File: config.mk
export PLATFORM = sky130hd
export DESIGN_NAME = alu_status_register
export DESIGN_NICKNAME = d
export VERILOG_FILES = /design/src/inc/status_pkg.sv /design/src/hdl/flag_alu.sv /design/src/hdl/bank_decode.sv /design/src/hdl/alu_status_register.sv
export SDC_FILE = /design/constraint.sdc
export NUM_CORES = 1
export LEC_CHECK = 0
export BUFFER_PORTS_ARGS = -buffer_cell sky130_fd_sc_hd__clkbuf_2
export CAP_MARGIN = 5
export CORE_ASPECT_RATIO = 2
export CORE_MARGIN = 1
export CORE_UTILIZATION = 53
export CTS_CLUSTER_DIAMETER = 80
export CTS_CLUSTER_SIZE = 30
export DETAILED_ROUTE_END_ITERATION = 16
export GPL_TIMING_DRIVEN = 0
export PLACE_DENSITY = 0.92
export REMOVE_ABC_BUFFERS = 1
export SYNTH_ARGS = -nofsm -noshare
export SYNTH_HDL_FRONTEND = slang
export SYNTH_SLANG_ARGS = --single-unit
export TNS_END_PERCENT = 30
File: constraint.sdc
create_clock -name CLK -period 4.9 [get_ports CLK]
set_clock_uncertainty 0.1 [all_clocks]
set_input_delay 0.98 -clock CLK [delete_from_list [all_inputs] [get_ports CLK]]
set_output_delay 0.98 -clock CLK [all_outputs]
set_load 0.005 [all_outputs]
File: src/inc/status_pkg.sv
// Constants, types and helpers shared by the status register block
package status_pkg;

  // ****************************************************************
  // Register indices; the byte address is the index times four
  // ****************************************************************
  localparam logic [7:0] IDX_STATUS_B0 = 8'h03;
  localparam logic [7:0] IDX_STATUS_B1 = 8'h83;
  localparam logic [7:0] IDX_LAST_RESULT = 8'h10;
  localparam int IDX_LSB = 2;
  localparam int IDX_W = 8;

  // ****************************************************************
  // Field positions and reset values
  // ****************************************************************
  localparam int BIT_C = 0;
  localparam int BIT_DC = 1;
  localparam int BIT_Z = 2;
  localparam int BIT_PD = 3;
  localparam int BIT_TO = 4;
  localparam int BIT_RP0 = 5;
  localparam int BIT_RP1 = 6;
  localparam int BIT_IRP = 7;
  localparam logic [7:0] STATUS_RST = 8'h18;
  localparam logic [7:0] DATA_WR_MASK = 8'hE7;
  localparam logic [7:0] RESULT_RST = 8'h00;
  localparam int BANK_ADDR_W = 7;
  localparam logic [1:0] BANK0_CODE = 2'h0;
  localparam logic [1:0] BANK1_CODE = 2'h1;

  // ****************************************************************
  // Bus encodings
  // ****************************************************************
  localparam logic [1:0] HTRANS_NONSEQ = 2'h2;
  localparam logic HRESP_OKAY = 1'h0;

  // ****************************************************************
  // Operations and the flag unit's answer
  // ****************************************************************
  typedef enum logic [3:0] {
    OP_ADD, OP_SUB, OP_AND, OP_IOR, OP_XOR, OP_CLR, OP_INC, OP_DEC,
    OP_RLF, OP_RRF, OP_MOV, OP_BCF, OP_BSF, OP_SWAP, OP_NOP
  } op_t;

  typedef struct packed {
    logic [7:0] res;
    logic z;
    logic dc;
    logic c;
    logic aff_z;
    logic aff_dc;
    logic aff_c;
    logic wr;
  } alu_out_t;

  // Both banked copies of the status location
  function automatic logic is_status_loc(input logic [7:0] a);
    is_status_loc = (a == IDX_STATUS_B0) || (a == IDX_STATUS_B1);
  endfunction

endpackage

File: src/hdl/flag_alu.sv
// Result and flag computation for one executed operation
`timescale 1ns/1ps
`default_nettype none
module flag_alu (
  input wire status_pkg::op_t op,      // Operation
  input wire logic [7:0] w,            // Accumulator operand
  input wire logic [7:0] f,            // File operand
  input wire logic cin,                // Current carry
  input wire logic [2:0] bit_sel,      // Bit index for bit ops
  output status_pkg::alu_out_t out     // Result and flags
);
  logic [8:0] sum;
  logic [4:0] nib;
  logic [7:0] addend;
  logic sub;

  always_comb begin
    out = '0;
    sub = (op == status_pkg::OP_SUB);
    // Subtract as add of complement
    addend = sub ? ~w : w;
    sum = {1'h0, f} + {1'h0, addend} + {8'h00, sub};
    nib = {1'h0, f[3:0]} + {1'h0, addend[3:0]} + {4'h0, sub};
    out.wr = 1'h1;
    case (op)
      status_pkg::OP_ADD, status_pkg::OP_SUB: begin
        out.res = sum[7:0];
        // Carries double as borrows
        out.c = sum[8];
        // Low nibble carry out
        out.dc = nib[4];
        out.aff_c = 1'h1;
        out.aff_dc = 1'h1;
        out.aff_z = 1'h1;
      end
      status_pkg::OP_AND: begin
        out.res = f & w;
        out.aff_z = 1'h1;
      end
      status_pkg::OP_IOR: begin
        out.res = f | w;
        out.aff_z = 1'h1;
      end
      status_pkg::OP_XOR: begin
        out.res = f ^ w;
        out.aff_z = 1'h1;
      end
      status_pkg::OP_CLR: begin
        out.res = 8'h00;
        out.aff_z = 1'h1;
      end
      status_pkg::OP_INC: begin
        out.res = f + 8'h01;
        out.aff_z = 1'h1;
      end
      status_pkg::OP_DEC: begin
        out.res = f - 8'h01;
        out.aff_z = 1'h1;
      end
      // Rotate loads carry from end bit
      status_pkg::OP_RLF: begin
        out.res = {f[6:0], cin};
        out.c = f[7];
        out.aff_c = 1'h1;
      end
      status_pkg::OP_RRF: begin
        out.res = {cin, f[7:1]};
        out.c = f[0];
        out.aff_c = 1'h1;
      end
      status_pkg::OP_MOV: out.res = w;
      status_pkg::OP_BCF: begin
        out.res = f;
        out.res[bit_sel] = 1'h0;
      end
      status_pkg::OP_BSF: begin
        out.res = f;
        out.res[bit_sel] = 1'h1;
      end
      status_pkg::OP_SWAP: out.res = {f[3:0], f[7:4]};
      default: begin
        out.res = f;
        out.wr = 1'h0;
      end
    endcase
    // Zero flag from the result
    out.z = (out.res == 8'h00);
  end
endmodule
`default_nettype wire

File: src/hdl/bank_decode.sv
// Direct address to banked data address decode
`timescale 1ns/1ps
`default_nettype none
module bank_decode #(
  parameter int AW = status_pkg::BANK_ADDR_W  // Address bits per bank
) (
  input wire logic [1:0] bank_field,    // Direct bank select field
  input wire logic [AW-1:0] dir_addr,   // Address inside the bank
  output logic [AW:0] full_addr,        // Banked data address
  output logic status_hit               // Targets the status location
);
  always_comb begin
    // Field 01 picks upper bank, 00 lower
    // Each bank spans 2**AW bytes
    // Reserved upper bit is not decoded
    full_addr = {bank_field[0], dir_addr};
    status_hit = status_pkg::is_status_loc(full_addr);
  end
endmodule
`default_nettype wire

File: src/hdl/alu_status_register.sv
// Core status register with flag, reset-cause and bank select bits
//
// Functional notes
// Status decoded at 03h and 83h, one physical register.
// Status accepted as destination of any instruction.
// Flag-affecting instruction to status drops data write to flags.
// Timeout and power-down bits ignore every write.
// Clear to status zeroes upper bits, keeps reset bits, sets zero.
// Bank field 01 selects 80h-FFh, 00 selects 00h-7Fh.
// Each direct bank spans 128 bytes.
// Software keeps bit 6 clear; it is reserved.
// Software writes zero to bits 7:6, no general storage.
// Zero flag set on zero result, cleared otherwise.
// Carry and digit carry act as active-low borrows in subtract.
// Subtract adds two's complement; carry from that addition.
// Rotate loads carry from high or low operand bit.
// Reset clears bank bit, sets timeout and power-down bits.
// Timeout/power-down bits follow power-up, clear, sleep, expiry.
// Digit carry set on carry out of low nibble.
`timescale 1ns/1ps
`default_nettype none
module alu_status_register (
  input wire logic CLK,                 // Core clock
  input wire logic NRST,                // Async reset, active low
  input wire logic HSEL,                // Slave select
  input wire logic [31:0] HADDR,        // Byte address
  input wire logic [1:0] HTRANS,        // Transfer type
  input wire logic HWRITE,              // Write transfer
  input wire logic [2:0] HSIZE,         // Transfer size
  input wire logic [31:0] HWDATA,       // Write data
  input wire logic HREADY,              // Bus ready
  output logic [31:0] HRDATA,           // Read data
  output logic HREADYOUT,               // Slave ready
  output logic HRESP,                   // Response
  input wire logic EXEC,                // Instruction execute strobe
  input wire status_pkg::op_t OP,       // Operation
  input wire logic [6:0] FILE_ADDR,     // Direct file address
  input wire logic [2:0] BIT_SEL,       // Bit index
  input wire logic DEST_FILE,           // Result to file, else to W
  input wire logic [7:0] W_IN,          // Accumulator value
  input wire logic [7:0] FILE_IN,       // File operand from memory
  input wire logic WDT_CLEAR,           // Watchdog clear executed
  input wire logic SLEEP_EXEC,          // Sleep executed
  input wire logic WDT_TIMEOUT,         // Watchdog expired
  output logic [7:0] RESULT,            // Operation result
  output logic [7:0] RESULT_ADDR,       // Banked file address
  output logic RESULT_WE,               // Write result to file
  output logic RESULT_W_WE,             // Write result to W
  output logic [7:0] STATUS_OUT         // Status register value
);

  // ****************************************************************
  // Bus slave
  // ****************************************************************
  logic wr_ph_r, wr_ph_nxt;
  logic wr_st_r, wr_st_nxt;
  logic [31:0] rdata_r, rdata_nxt;
  logic [7:0] status_r, status_nxt;
  logic [7:0] result_r, result_nxt;
  logic [7:0] raddr_r, raddr_nxt;
  logic rwe_r, rwe_nxt;
  logic wwe_r, wwe_nxt;
  logic accept;
  logic [7:0] idx;
  logic idx_ok;
  logic ahb_st_wr;

  always_comb begin
    accept = HSEL && HREADY && (HTRANS == status_pkg::HTRANS_NONSEQ);
    idx = HADDR[status_pkg::IDX_LSB +: status_pkg::IDX_W];
    idx_ok = (HADDR[31:status_pkg::IDX_LSB + status_pkg::IDX_W] == '0)
      && (HADDR[status_pkg::IDX_LSB-1:0] == '0);
    wr_ph_nxt = accept && HWRITE;
    // Both mirrored indices reach one register
    wr_st_nxt = accept && HWRITE && idx_ok
      && status_pkg::is_status_loc(idx);
    rdata_nxt = rdata_r;
    if (accept && !HWRITE) begin
      rdata_nxt = '0;
      if (idx_ok && status_pkg::is_status_loc(idx)) begin
        rdata_nxt[7:0] = status_r;
      end else if (idx_ok && idx == status_pkg::IDX_LAST_RESULT) begin
        rdata_nxt[7:0] = result_r;
      end
    end
    ahb_st_wr = wr_ph_r && wr_st_r;
  end

  always_ff @(posedge CLK or negedge NRST) begin
    if (!NRST) begin
      wr_ph_r <= 1'h0;
      wr_st_r <= 1'h0;
      rdata_r <= '0;
    end else begin
      wr_ph_r <= wr_ph_nxt;
      wr_st_r <= wr_st_nxt;
      rdata_r <= rdata_nxt;
    end
  end

  // Never stalls: a core update in the same cycle simply overrides
  assign HRDATA = rdata_r;
  assign HREADYOUT = wr_ph_r | 1'h1;
  assign HRESP = status_pkg::HRESP_OKAY & wr_ph_r;

  // ****************************************************************
  // Operand routing and decode
  // ****************************************************************
  logic [7:0] full_addr;
  logic st_hit;
  logic [7:0] f_op;
  status_pkg::alu_out_t alu;

  bank_decode #(.AW(status_pkg::BANK_ADDR_W)) u_dec (
    .bank_field(status_r[status_pkg::BIT_RP1:status_pkg::BIT_RP0]),
    .dir_addr(FILE_ADDR),
    .full_addr(full_addr),
    .status_hit(st_hit)
  );

  assign f_op = st_hit ? status_r : FILE_IN;

  flag_alu u_alu (
    .op(OP),
    .w(W_IN),
    .f(f_op),
    .cin(status_r[status_pkg::BIT_C]),
    .bit_sel(BIT_SEL),
    .out(alu)
  );

  // ****************************************************************
  // Status register update
  // ****************************************************************
  logic any_aff;
  logic core_st_wr;

  always_comb begin
    any_aff = alu.aff_z || alu.aff_dc || alu.aff_c;
    // Status is an ordinary destination
    core_st_wr = EXEC && DEST_FILE && st_hit && alu.wr;
    status_nxt = status_r;
    // Software write keeps reset-cause bits
    if (ahb_st_wr) begin
      status_nxt = (status_r & ~status_pkg::DATA_WR_MASK)
        | (HWDATA[7:0] & status_pkg::DATA_WR_MASK);
    end
    if (core_st_wr) begin
      status_nxt[7:5] = alu.res[7:5];
      // Flag write suppressed for flag-affecting ops
      if (!any_aff) begin
        status_nxt[2:0] = alu.res[2:0];
      end
    end
    // Clear sets zero from the flag logic
    if (EXEC && alu.aff_z) begin
      status_nxt[status_pkg::BIT_Z] = alu.z;
    end
    if (EXEC && alu.aff_dc) begin
      status_nxt[status_pkg::BIT_DC] = alu.dc;
    end
    if (EXEC && alu.aff_c) begin
      status_nxt[status_pkg::BIT_C] = alu.c;
    end
    // Reset-cause events, expiry applied last
    if (WDT_CLEAR) begin
      status_nxt[status_pkg::BIT_TO] = 1'h1;
      status_nxt[status_pkg::BIT_PD] = 1'h1;
    end
    if (SLEEP_EXEC) begin
      status_nxt[status_pkg::BIT_TO] = 1'h1;
      status_nxt[status_pkg::BIT_PD] = 1'h0;
    end
    if (WDT_TIMEOUT) begin
      status_nxt[status_pkg::BIT_TO] = 1'h0;
    end
  end

  // Power-on value; flags start cleared
  always_ff @(posedge CLK or negedge NRST) begin
    if (!NRST) begin
      status_r <= status_pkg::STATUS_RST;
    end else begin
      status_r <= status_nxt;
    end
  end

  assign STATUS_OUT = status_r;

  // ****************************************************************
  // Result path to the data memory and accumulator
  // ****************************************************************
  always_comb begin
    result_nxt = result_r;
    raddr_nxt = raddr_r;
    rwe_nxt = 1'h0;
    wwe_nxt = 1'h0;
    if (EXEC) begin
      result_nxt = alu.res;
      // Banked address from the bank field
      raddr_nxt = full_addr;
      rwe_nxt = DEST_FILE && alu.wr && !st_hit;
      wwe_nxt = !DEST_FILE && alu.wr;
    end
  end

  always_ff @(posedge CLK or negedge NRST) begin
    if (!NRST) begin
      result_r <= status_pkg::RESULT_RST;
      raddr_r <= '0;
      rwe_r <= 1'h0;
      wwe_r <= 1'h0;
    end else begin
      result_r <= result_nxt;
      raddr_r <= raddr_nxt;
      rwe_r <= rwe_nxt;
      wwe_r <= wwe_nxt;
    end
  end

  assign RESULT = result_r;
  assign RESULT_ADDR = raddr_r;
  assign RESULT_WE = rwe_r;
  assign RESULT_W_WE = wwe_r;

  logic no_evt;
  assign no_evt = !WDT_CLEAR && !SLEEP_EXEC && !WDT_TIMEOUT;
endmodule
`default_nettype wire

# Word-level counts from Yosys, hierarchy flattened

Cells that the tools add are included.

Flip-flop bits (word level): 36
Latch bits: 0
Bits in writable memories: 0
Bits in read-only memories: 0
Input port bits: 109
Output and inout port bits: 60
Word-level logic and storage cells: 109
Memories kept: 0

Add/sub/neg operators: 6
$mul: 0
Div/mod/pow operators: 0
Order comparisons: 2
Equal/unequal tests: 19
Shift-type cells: 0
Multiplexer cells: 25
Bitwise gates (word level): 8
Reductions and logical operators: 38

Operator list:

| operator                                            | number |
|---|---|
| case mux 8 bit (13 select lines)                    | 1 |
| two-way mux 8 bit                                   | 5 |
| equality test 4 bit, second input constant          | 6 |
| zero test 22 bit                                    | 1 |
| logical AND 1 bit                                   | 20 |
| AND 8 bit                                           | 2 |
| equality test 4 x 3 -> 1 bit, second input constant | 4 |
| equality test 8 x 2 -> 1 bit, second input constant | 2 |
| equality test 8 bit, second input constant          | 2 |
| inverter 8 bit                                      | 2 |
| bitwise OR 8 bit                                    | 2 |
| OR reduction 14 bit                                 | 1 |
| two-way mux 1 bit                                   | 12 |
| adder 8 x 8 -> 9 bit                                | 1 |
| adder 9 x 1 -> 9 bit                                | 1 |
| two-way mux 3 bit                                   | 3 |
| adder 8 x 1 -> 8 bit, second input constant         | 1 |
| equality test 4 x 2 -> 1 bit, second input constant | 2 |
| equality test 8 x 5 -> 1 bit, second input constant | 1 |
| zero test 8 bit                                     | 1 |
| bitwise OR 5 x 8 -> 8 bit                           | 1 |
| OR reduction 8 bit                                  | 1 |
| subtractor 8 x 1 -> 8 bit, second input constant    | 1 |
| bitwise XOR 8 bit                                   | 1 |
| other kinds (18)                                    | 24 |

# Longest topological paths before layout

Depth in word-level cells: 10
Depth in mapped cells: 15
Mapped depth without buffers: 13

# By module

From an unflattened synthesis, not the netlist that was laid out.

Cells, all modules: 481
Area total of the unflattened synthesis: 4131.5 µm²

By module, submodules not included:

| module              | instances | cells each | area each (µm²) | sequential area each (µm²) |
|---|---|---|---|---|
| flag_alu            | 1         | 310        | 2134.5          | 0.0 |
| alu_status_register | 1         | 160        | 1915.6          | 903.4 |
| bank_decode         | 1         | 11         | 81.3            | 0.0 |

# Least setup slack after synthesis

No wires, ideal clock.

Path type: input port to flip-flop
Start point: input port OP[2]
End point: register status_r[2] (netlist: STATUS_OUT[2])
Library setup time: 0.104 ns
Arrival: 4.786 ns
Data required time: 4.696 ns
Slack: -0.090 ns
Stages: 15
Path buffers: 3
Path through: buf_2 buf_4 clkbuf_1 nor3_1 xor2_1 inv_1 fa_1 nand2b_1 a21oi_1 mux2_2 a2111oi_2 nand3_1 o211ai_1 nand4_1 o41ai_2

Longest elaborated chain between the ends: 8
Elaborated cells between the ends (all ways): 34
Those cells by class: add/sub: 2; eq/ne: 13; mux: 9; reduce/logical: 10

Ends and longest elaborated chain:

| item                                                                 | RTL line                                   | RTL |
|---|---|---|
| from (decl)                                                          | alu_status_register.sv:36                  | `input wire status_pkg::op_t OP,` |
| equality test 4 x 1 -> 1 bit, or another cell as far along           | flag_alu.sv:19, flag_alu.sv:25             |  |
| two-way mux 8 bit, or another cell as far along                      | flag_alu.sv:21                             | `addend = sub ? ~w : w;` |
| adder 8 x 8 -> 9 bit or two-way mux 1 bit (tied branches)            | flag_alu.sv:22, flag_alu.sv:25             |  |
| adder 9 x 1 -> 9 bit or logical OR 1 bit (tied branches)             | flag_alu.sv:22, alu_status_register.sv:139 |  |
| case mux 8 bit (13 select lines) or logical OR 1 bit (tied branches) | flag_alu.sv:25, alu_status_register.sv:139 |  |
| two-way mux 3 bit                                                    | alu_status_register.sv:151                 | `if (!any_aff) begin` |
| two-way mux 3 bit                                                    | alu_status_register.sv:148                 | `if (core_st_wr) begin` |
| two-way mux 1 bit (*)                                                | alu_status_register.sv:156                 | `if (EXEC && alu.aff_z) begin` |
| named net status_nxt[2]                                              | alu_status_register.sv:58                  | `logic [7:0] status_r, status_nxt;` |
| to (signal assigned)                                                 | alu_status_register.sv:182                 | `status_r <= status_pkg::STATUS_RST;` |
| to (signal assigned)                                                 | alu_status_register.sv:184                 | `status_r <= status_nxt;` |
| to (decl)                                                            | alu_status_register.sv:58                  |  |

The timed path passes the listed nets; every way through them passes the cells marked *.
A chain may end at the register's enable or synchronous reset.

# Final worst setup path

Start point: input port FILE_ADDR[4]
End point: register status_r[2] (netlist: STATUS_OUT[2])

Longest elaborated chain between the ends: 9
Elaborated cells between the ends (all ways): 20
Those cells by class: add/sub: 4; eq/ne: 2; mux: 5; bitwise: 5; reduce/logical: 4

Ends and longest elaborated chain:

| item                                                                | RTL line                   | RTL |
|---|---|---|
| from (decl)                                                         | alu_status_register.sv:37  | `input wire logic [6:0] FILE_ADDR,` |
| equality test 8 x 2 -> 1 bit or equality test 8 bit (tied branches) | status_pkg.sv:58           | `is_status_loc = (a == IDX_STATUS_B0) \|\| (a == IDX_STATUS_B1);` |
| logical OR 1 bit (*)                                                | status_pkg.sv:58           |  |
| two-way mux 8 bit                                                   | alu_status_register.sv:121 | `assign f_op = st_hit ? status_r : FILE_IN;` |
| adder 8 x 8 -> 9 bit                                                | flag_alu.sv:22             | `sum = {1'h0, f} + {1'h0, addend} + {8'h00, sub};` |
| adder 9 x 1 -> 9 bit                                                | flag_alu.sv:22             |  |
| case mux 8 bit (13 select lines)                                    | flag_alu.sv:25             | `case (op)` |
| two-way mux 3 bit                                                   | alu_status_register.sv:151 |  |
| two-way mux 3 bit                                                   | alu_status_register.sv:148 |  |
| two-way mux 1 bit (*)                                               | alu_status_register.sv:156 |  |
| named net status_nxt[2]                                             | alu_status_register.sv:58  |  |

Marks and branches as above.

==> metrics.md <==
| Metric | Value |
|---|---|
| Vias in the first global route | `4,416` |
| Max incr delay on CP | `600 ps` |
| CTS Buffer Depth | `2` |
| Max-cap violation count | `0` |
| CTS sink count | `36` |
| Bufs and invs on worst path | `2` |
| Max Clk Rate | `210.8 MHz` |
| First-pass GRT wire length | `22.31 mm` |
| RSZ-0062 raised after global routing | `false` |
| Total track usage | `0.3688` |
| CP dominant cell by count | `mux2_2` |
| Initial antenna violation count | `0` |
| Final setup fails | `0` |
| Dpl cell area | `4439 µm²` |
| Crit path max-delay family | `compound AO/OA/AOI/OAI gates` |
| Actual slew at the worst max-slew pin | `1084 ps` |
| Ports | `169` |
| Count of state elements after synthesis | `36` |
| DIE HEIGHT | `124.4 µm` |
| Design Area, Final | `4742 µm²` |
| Total congestion overflow | `0` |
| Clock H-tree levels | `2` |
| Antenna Cells | `0` |
| ANT nets after route | `0` |
| GRT busiest layer | `met2` |
| Worst IR drop on VDD | `0.0003478 V` |
| Stages on the worst setup path | `14` |
| Most frequent cells in the layout | `clkbuf_2 (112), nor2_1 (44), nand2_1 (36)` |
| TritonCTS clock tree | `done` |
| Synth warnings | `0` |
| Primary FF master, synth | `dfrtp_1` |
| Post-Synthesis Cells | `493` |
| Via count | `4,495` |
| Core footprint | `7267 µm²` |
| TritonRoute pass-1 iters | `5` |
| Run status | `completed` |
| Crit path max fanout | `8` |
| WHS Path Cells | `1` |
| Nets | `722` |
| Cell Area, Synth | `3973 µm²` |
| GP Congestion | `1.017` |
| Cell Rows | `44` |
| Hpwl dp | `11.40 mm` |
| M3 GR Usage | `0.02839` |
| Critical path arrival | `4820 ps` |
| Largest net degree at the start of global routing | `37` |
| Die ar. | `7867 µm²` |
| Ys async rst share | `1.000` |
| WL/cell | `21.11 µm` |
| Drt drc | `0` |
| Worst slew margin | `0.2717` |
| Post-layout minimum cycle time | `4743 ps` |
| CP startpoint kind | `primary input` |
| Initial Util | `0.5467` |
| CP endpoint kind | `flip-flop` |
| CTS Hold Bufs | `0` |
| Layout area overhead | `19.37%` |
| Clk pin slew, worst setup/hold paths | `50 ps` |
| Worst Path Required | `4980 ps` |
| Buffers on Ports | `113` |
| Total CTS buffers | `5` |
| Most common cell after layout, fill and taps aside | `clkbuf_2` |
| Leakage | `2.189 nW` |
| Seq/Total Area, Yosys | `0.2274` |
| Final WL | `14.59 mm` |
| GRT met2 Usage | `0.6705` |
| Hold Path Class | `reg -> reg` |
| Setup CP Type | `in -> reg` |
| Critical path, cell by cell | `clkbuf_2 > or4_4 > nor2_8 > mux2_2 > ha_2 > o21ai_0 > a21oi_4 > mux2_2 > a2111oi_4 > nand3_1 > o211ai_1 > buf_4 > nand4_1 > o41ai_2` |
| Synth Area per Inst | `8.058 µm²` |
| Number of flops mapped to enable cells by yosys | `0` |
| Fin cells | `691` |
| Pwr dens | `237.8 nW/µm²` |
| DP Cell Count | `673` |
| Share of cells above drive strength 1 | `0.3038` |
| Final hold viol count | `0` |
| Number of DRC markers in iteration 0 | `467` |
| DR vias/cell | `6.505` |
| Fin crit share | `0.9680` |
| Yosys cell types | `84` |
| Max-slew violations | `0` |
| M1 GR Usage | `0.3628` |
| Setup TNS | `0 ps` |
| Clock latency on the worst-skew pair | `290 ps` |
| R2R cell count | `14` |
| Clock Root Buffer | `clkbuf_16` |
| Die Width | `63.22 µm` |
| CP max-delay cell | `or4_4` |
## sequential cells by signal, indices dropped and copies added (netlist names)
name	cells
wr_ph_r	1
RESULT_ADDR	8
RESULT_W_WE	1
STATUS_OUT	8
RESULT	8
RESULT_WE	1
wr_st_r	1
HRDATA	8
## per-stage QoR
stage          total power, mW  setup WS [ps]  hold slack [ps]  utilization
2_1_floorplan           0.5731          251.9            399.7            -
3_3_place_gp            0.7344          -1327            391.8       0.6095
3_5_place_dp            0.7436         -760.1            394.3       0.6109
4_1_cts                  1.117          2.773            406.0       0.6386
5_1_grt                  1.174          4.459            423.3       0.6525
6_report                 1.128          157.0            405.1       0.6525
## area by class of cell
type	count	area, µm²
Clock inverter	3	42.54
Inverter	15	56.30
Sequential cell	36	903.4
Fill cell	645	2525
Timing Repair Buffer	124	645.6
Clock buffer	5	125.1
Tap cell	92	115.1
Multi-Input combinational cell	416	2854
## Yosys cell counts, types with 5 or more instances
| cell type | instances | area (µm²) |
|---|---|---|
| nor2b_1 | 12 | 75.07 |
| a22oi_1 | 14 | 105.1 |
| o21ai_0 | 19 | 95.09 |
| ha_1 | 13 | 162.7 |
| a21oi_1 | 36 | 180.2 |
| xnor2_1 | 5 | 43.79 |
| buf_4 | 32 | 240.2 |
| inv_1 | 15 | 56.30 |
| o21a_1 | 7 | 52.55 |
| nor4_1 | 12 | 75.07 |
| clkbuf_1 | 16 | 60.06 |
| mux2i_1 | 7 | 70.07 |
| a21o_1 | 5 | 37.54 |
| mux2_2 | 15 | 168.9 |
| nor2_1 | 44 | 165.2 |
| nand3_1 | 14 | 70.07 |
| nand2_1 | 36 | 135.1 |
| and3_1 | 7 | 43.79 |
| a211oi_1 | 10 | 75.07 |
| nor3_1 | 10 | 50.05 |
| nand2b_1 | 12 | 75.07 |
| dfrtp_1 | 34 | 850.8 |
| xor2_1 | 8 | 70.07 |
| nand4_1 | 8 | 50.05 |
## metal layers
| metal | vias up | routed length (µm) |
|---|---|---|
| met3 | 76 | 897 |
| met5 | - | 0 |
| met2 | 282 | 7736 |
| met1 | 2119 | 4733 |
| li1 | 2018 | - |
| met4 | 0 | 1217 |
## final timing paths
path / slack [ps] / endpoint / from
max: 160 / STATUS_OUT[2] / FILE_ADDR[4]
min: 410 / RESULT_ADDR[2] / RESULT_ADDR[2]
max reg2reg: 970 / STATUS_OUT[2] / STATUS_OUT[0]
min reg2reg: 410 / RESULT_ADDR[2] / RESULT_ADDR[2]
max in group asynchronous: 3440 / RESULT_ADDR[4] / NRST
min in group asynchronous: 700 / HRDATA[0] / NRST
## logic make-up after synthesis
kind of cell    count (synthesis)  synth area share
compound gates                147            0.2646
xor+xnor                       13           0.02866
fa+ha+maj                      15           0.05103
buf+inv                        66           0.09322
flops                          36            0.2274
mux                            24           0.06677
other cells                     2          0.001890
simple gates                  190            0.2665
## repair_timing
action,in CTS,in global routing
buffers inserted,2,7
endpoints found under the setup margin,3,3
gates resized for setup,4,9
pin swaps,1,2
gates cloned,0,1
## where the power goes
group	internal [mW]	switching, mW
registers	0.338	0.0337
logic	0.166	0.227
clock network	0.239	0.124
total	0.743	0.385
(Power assumes the default switching activity.)
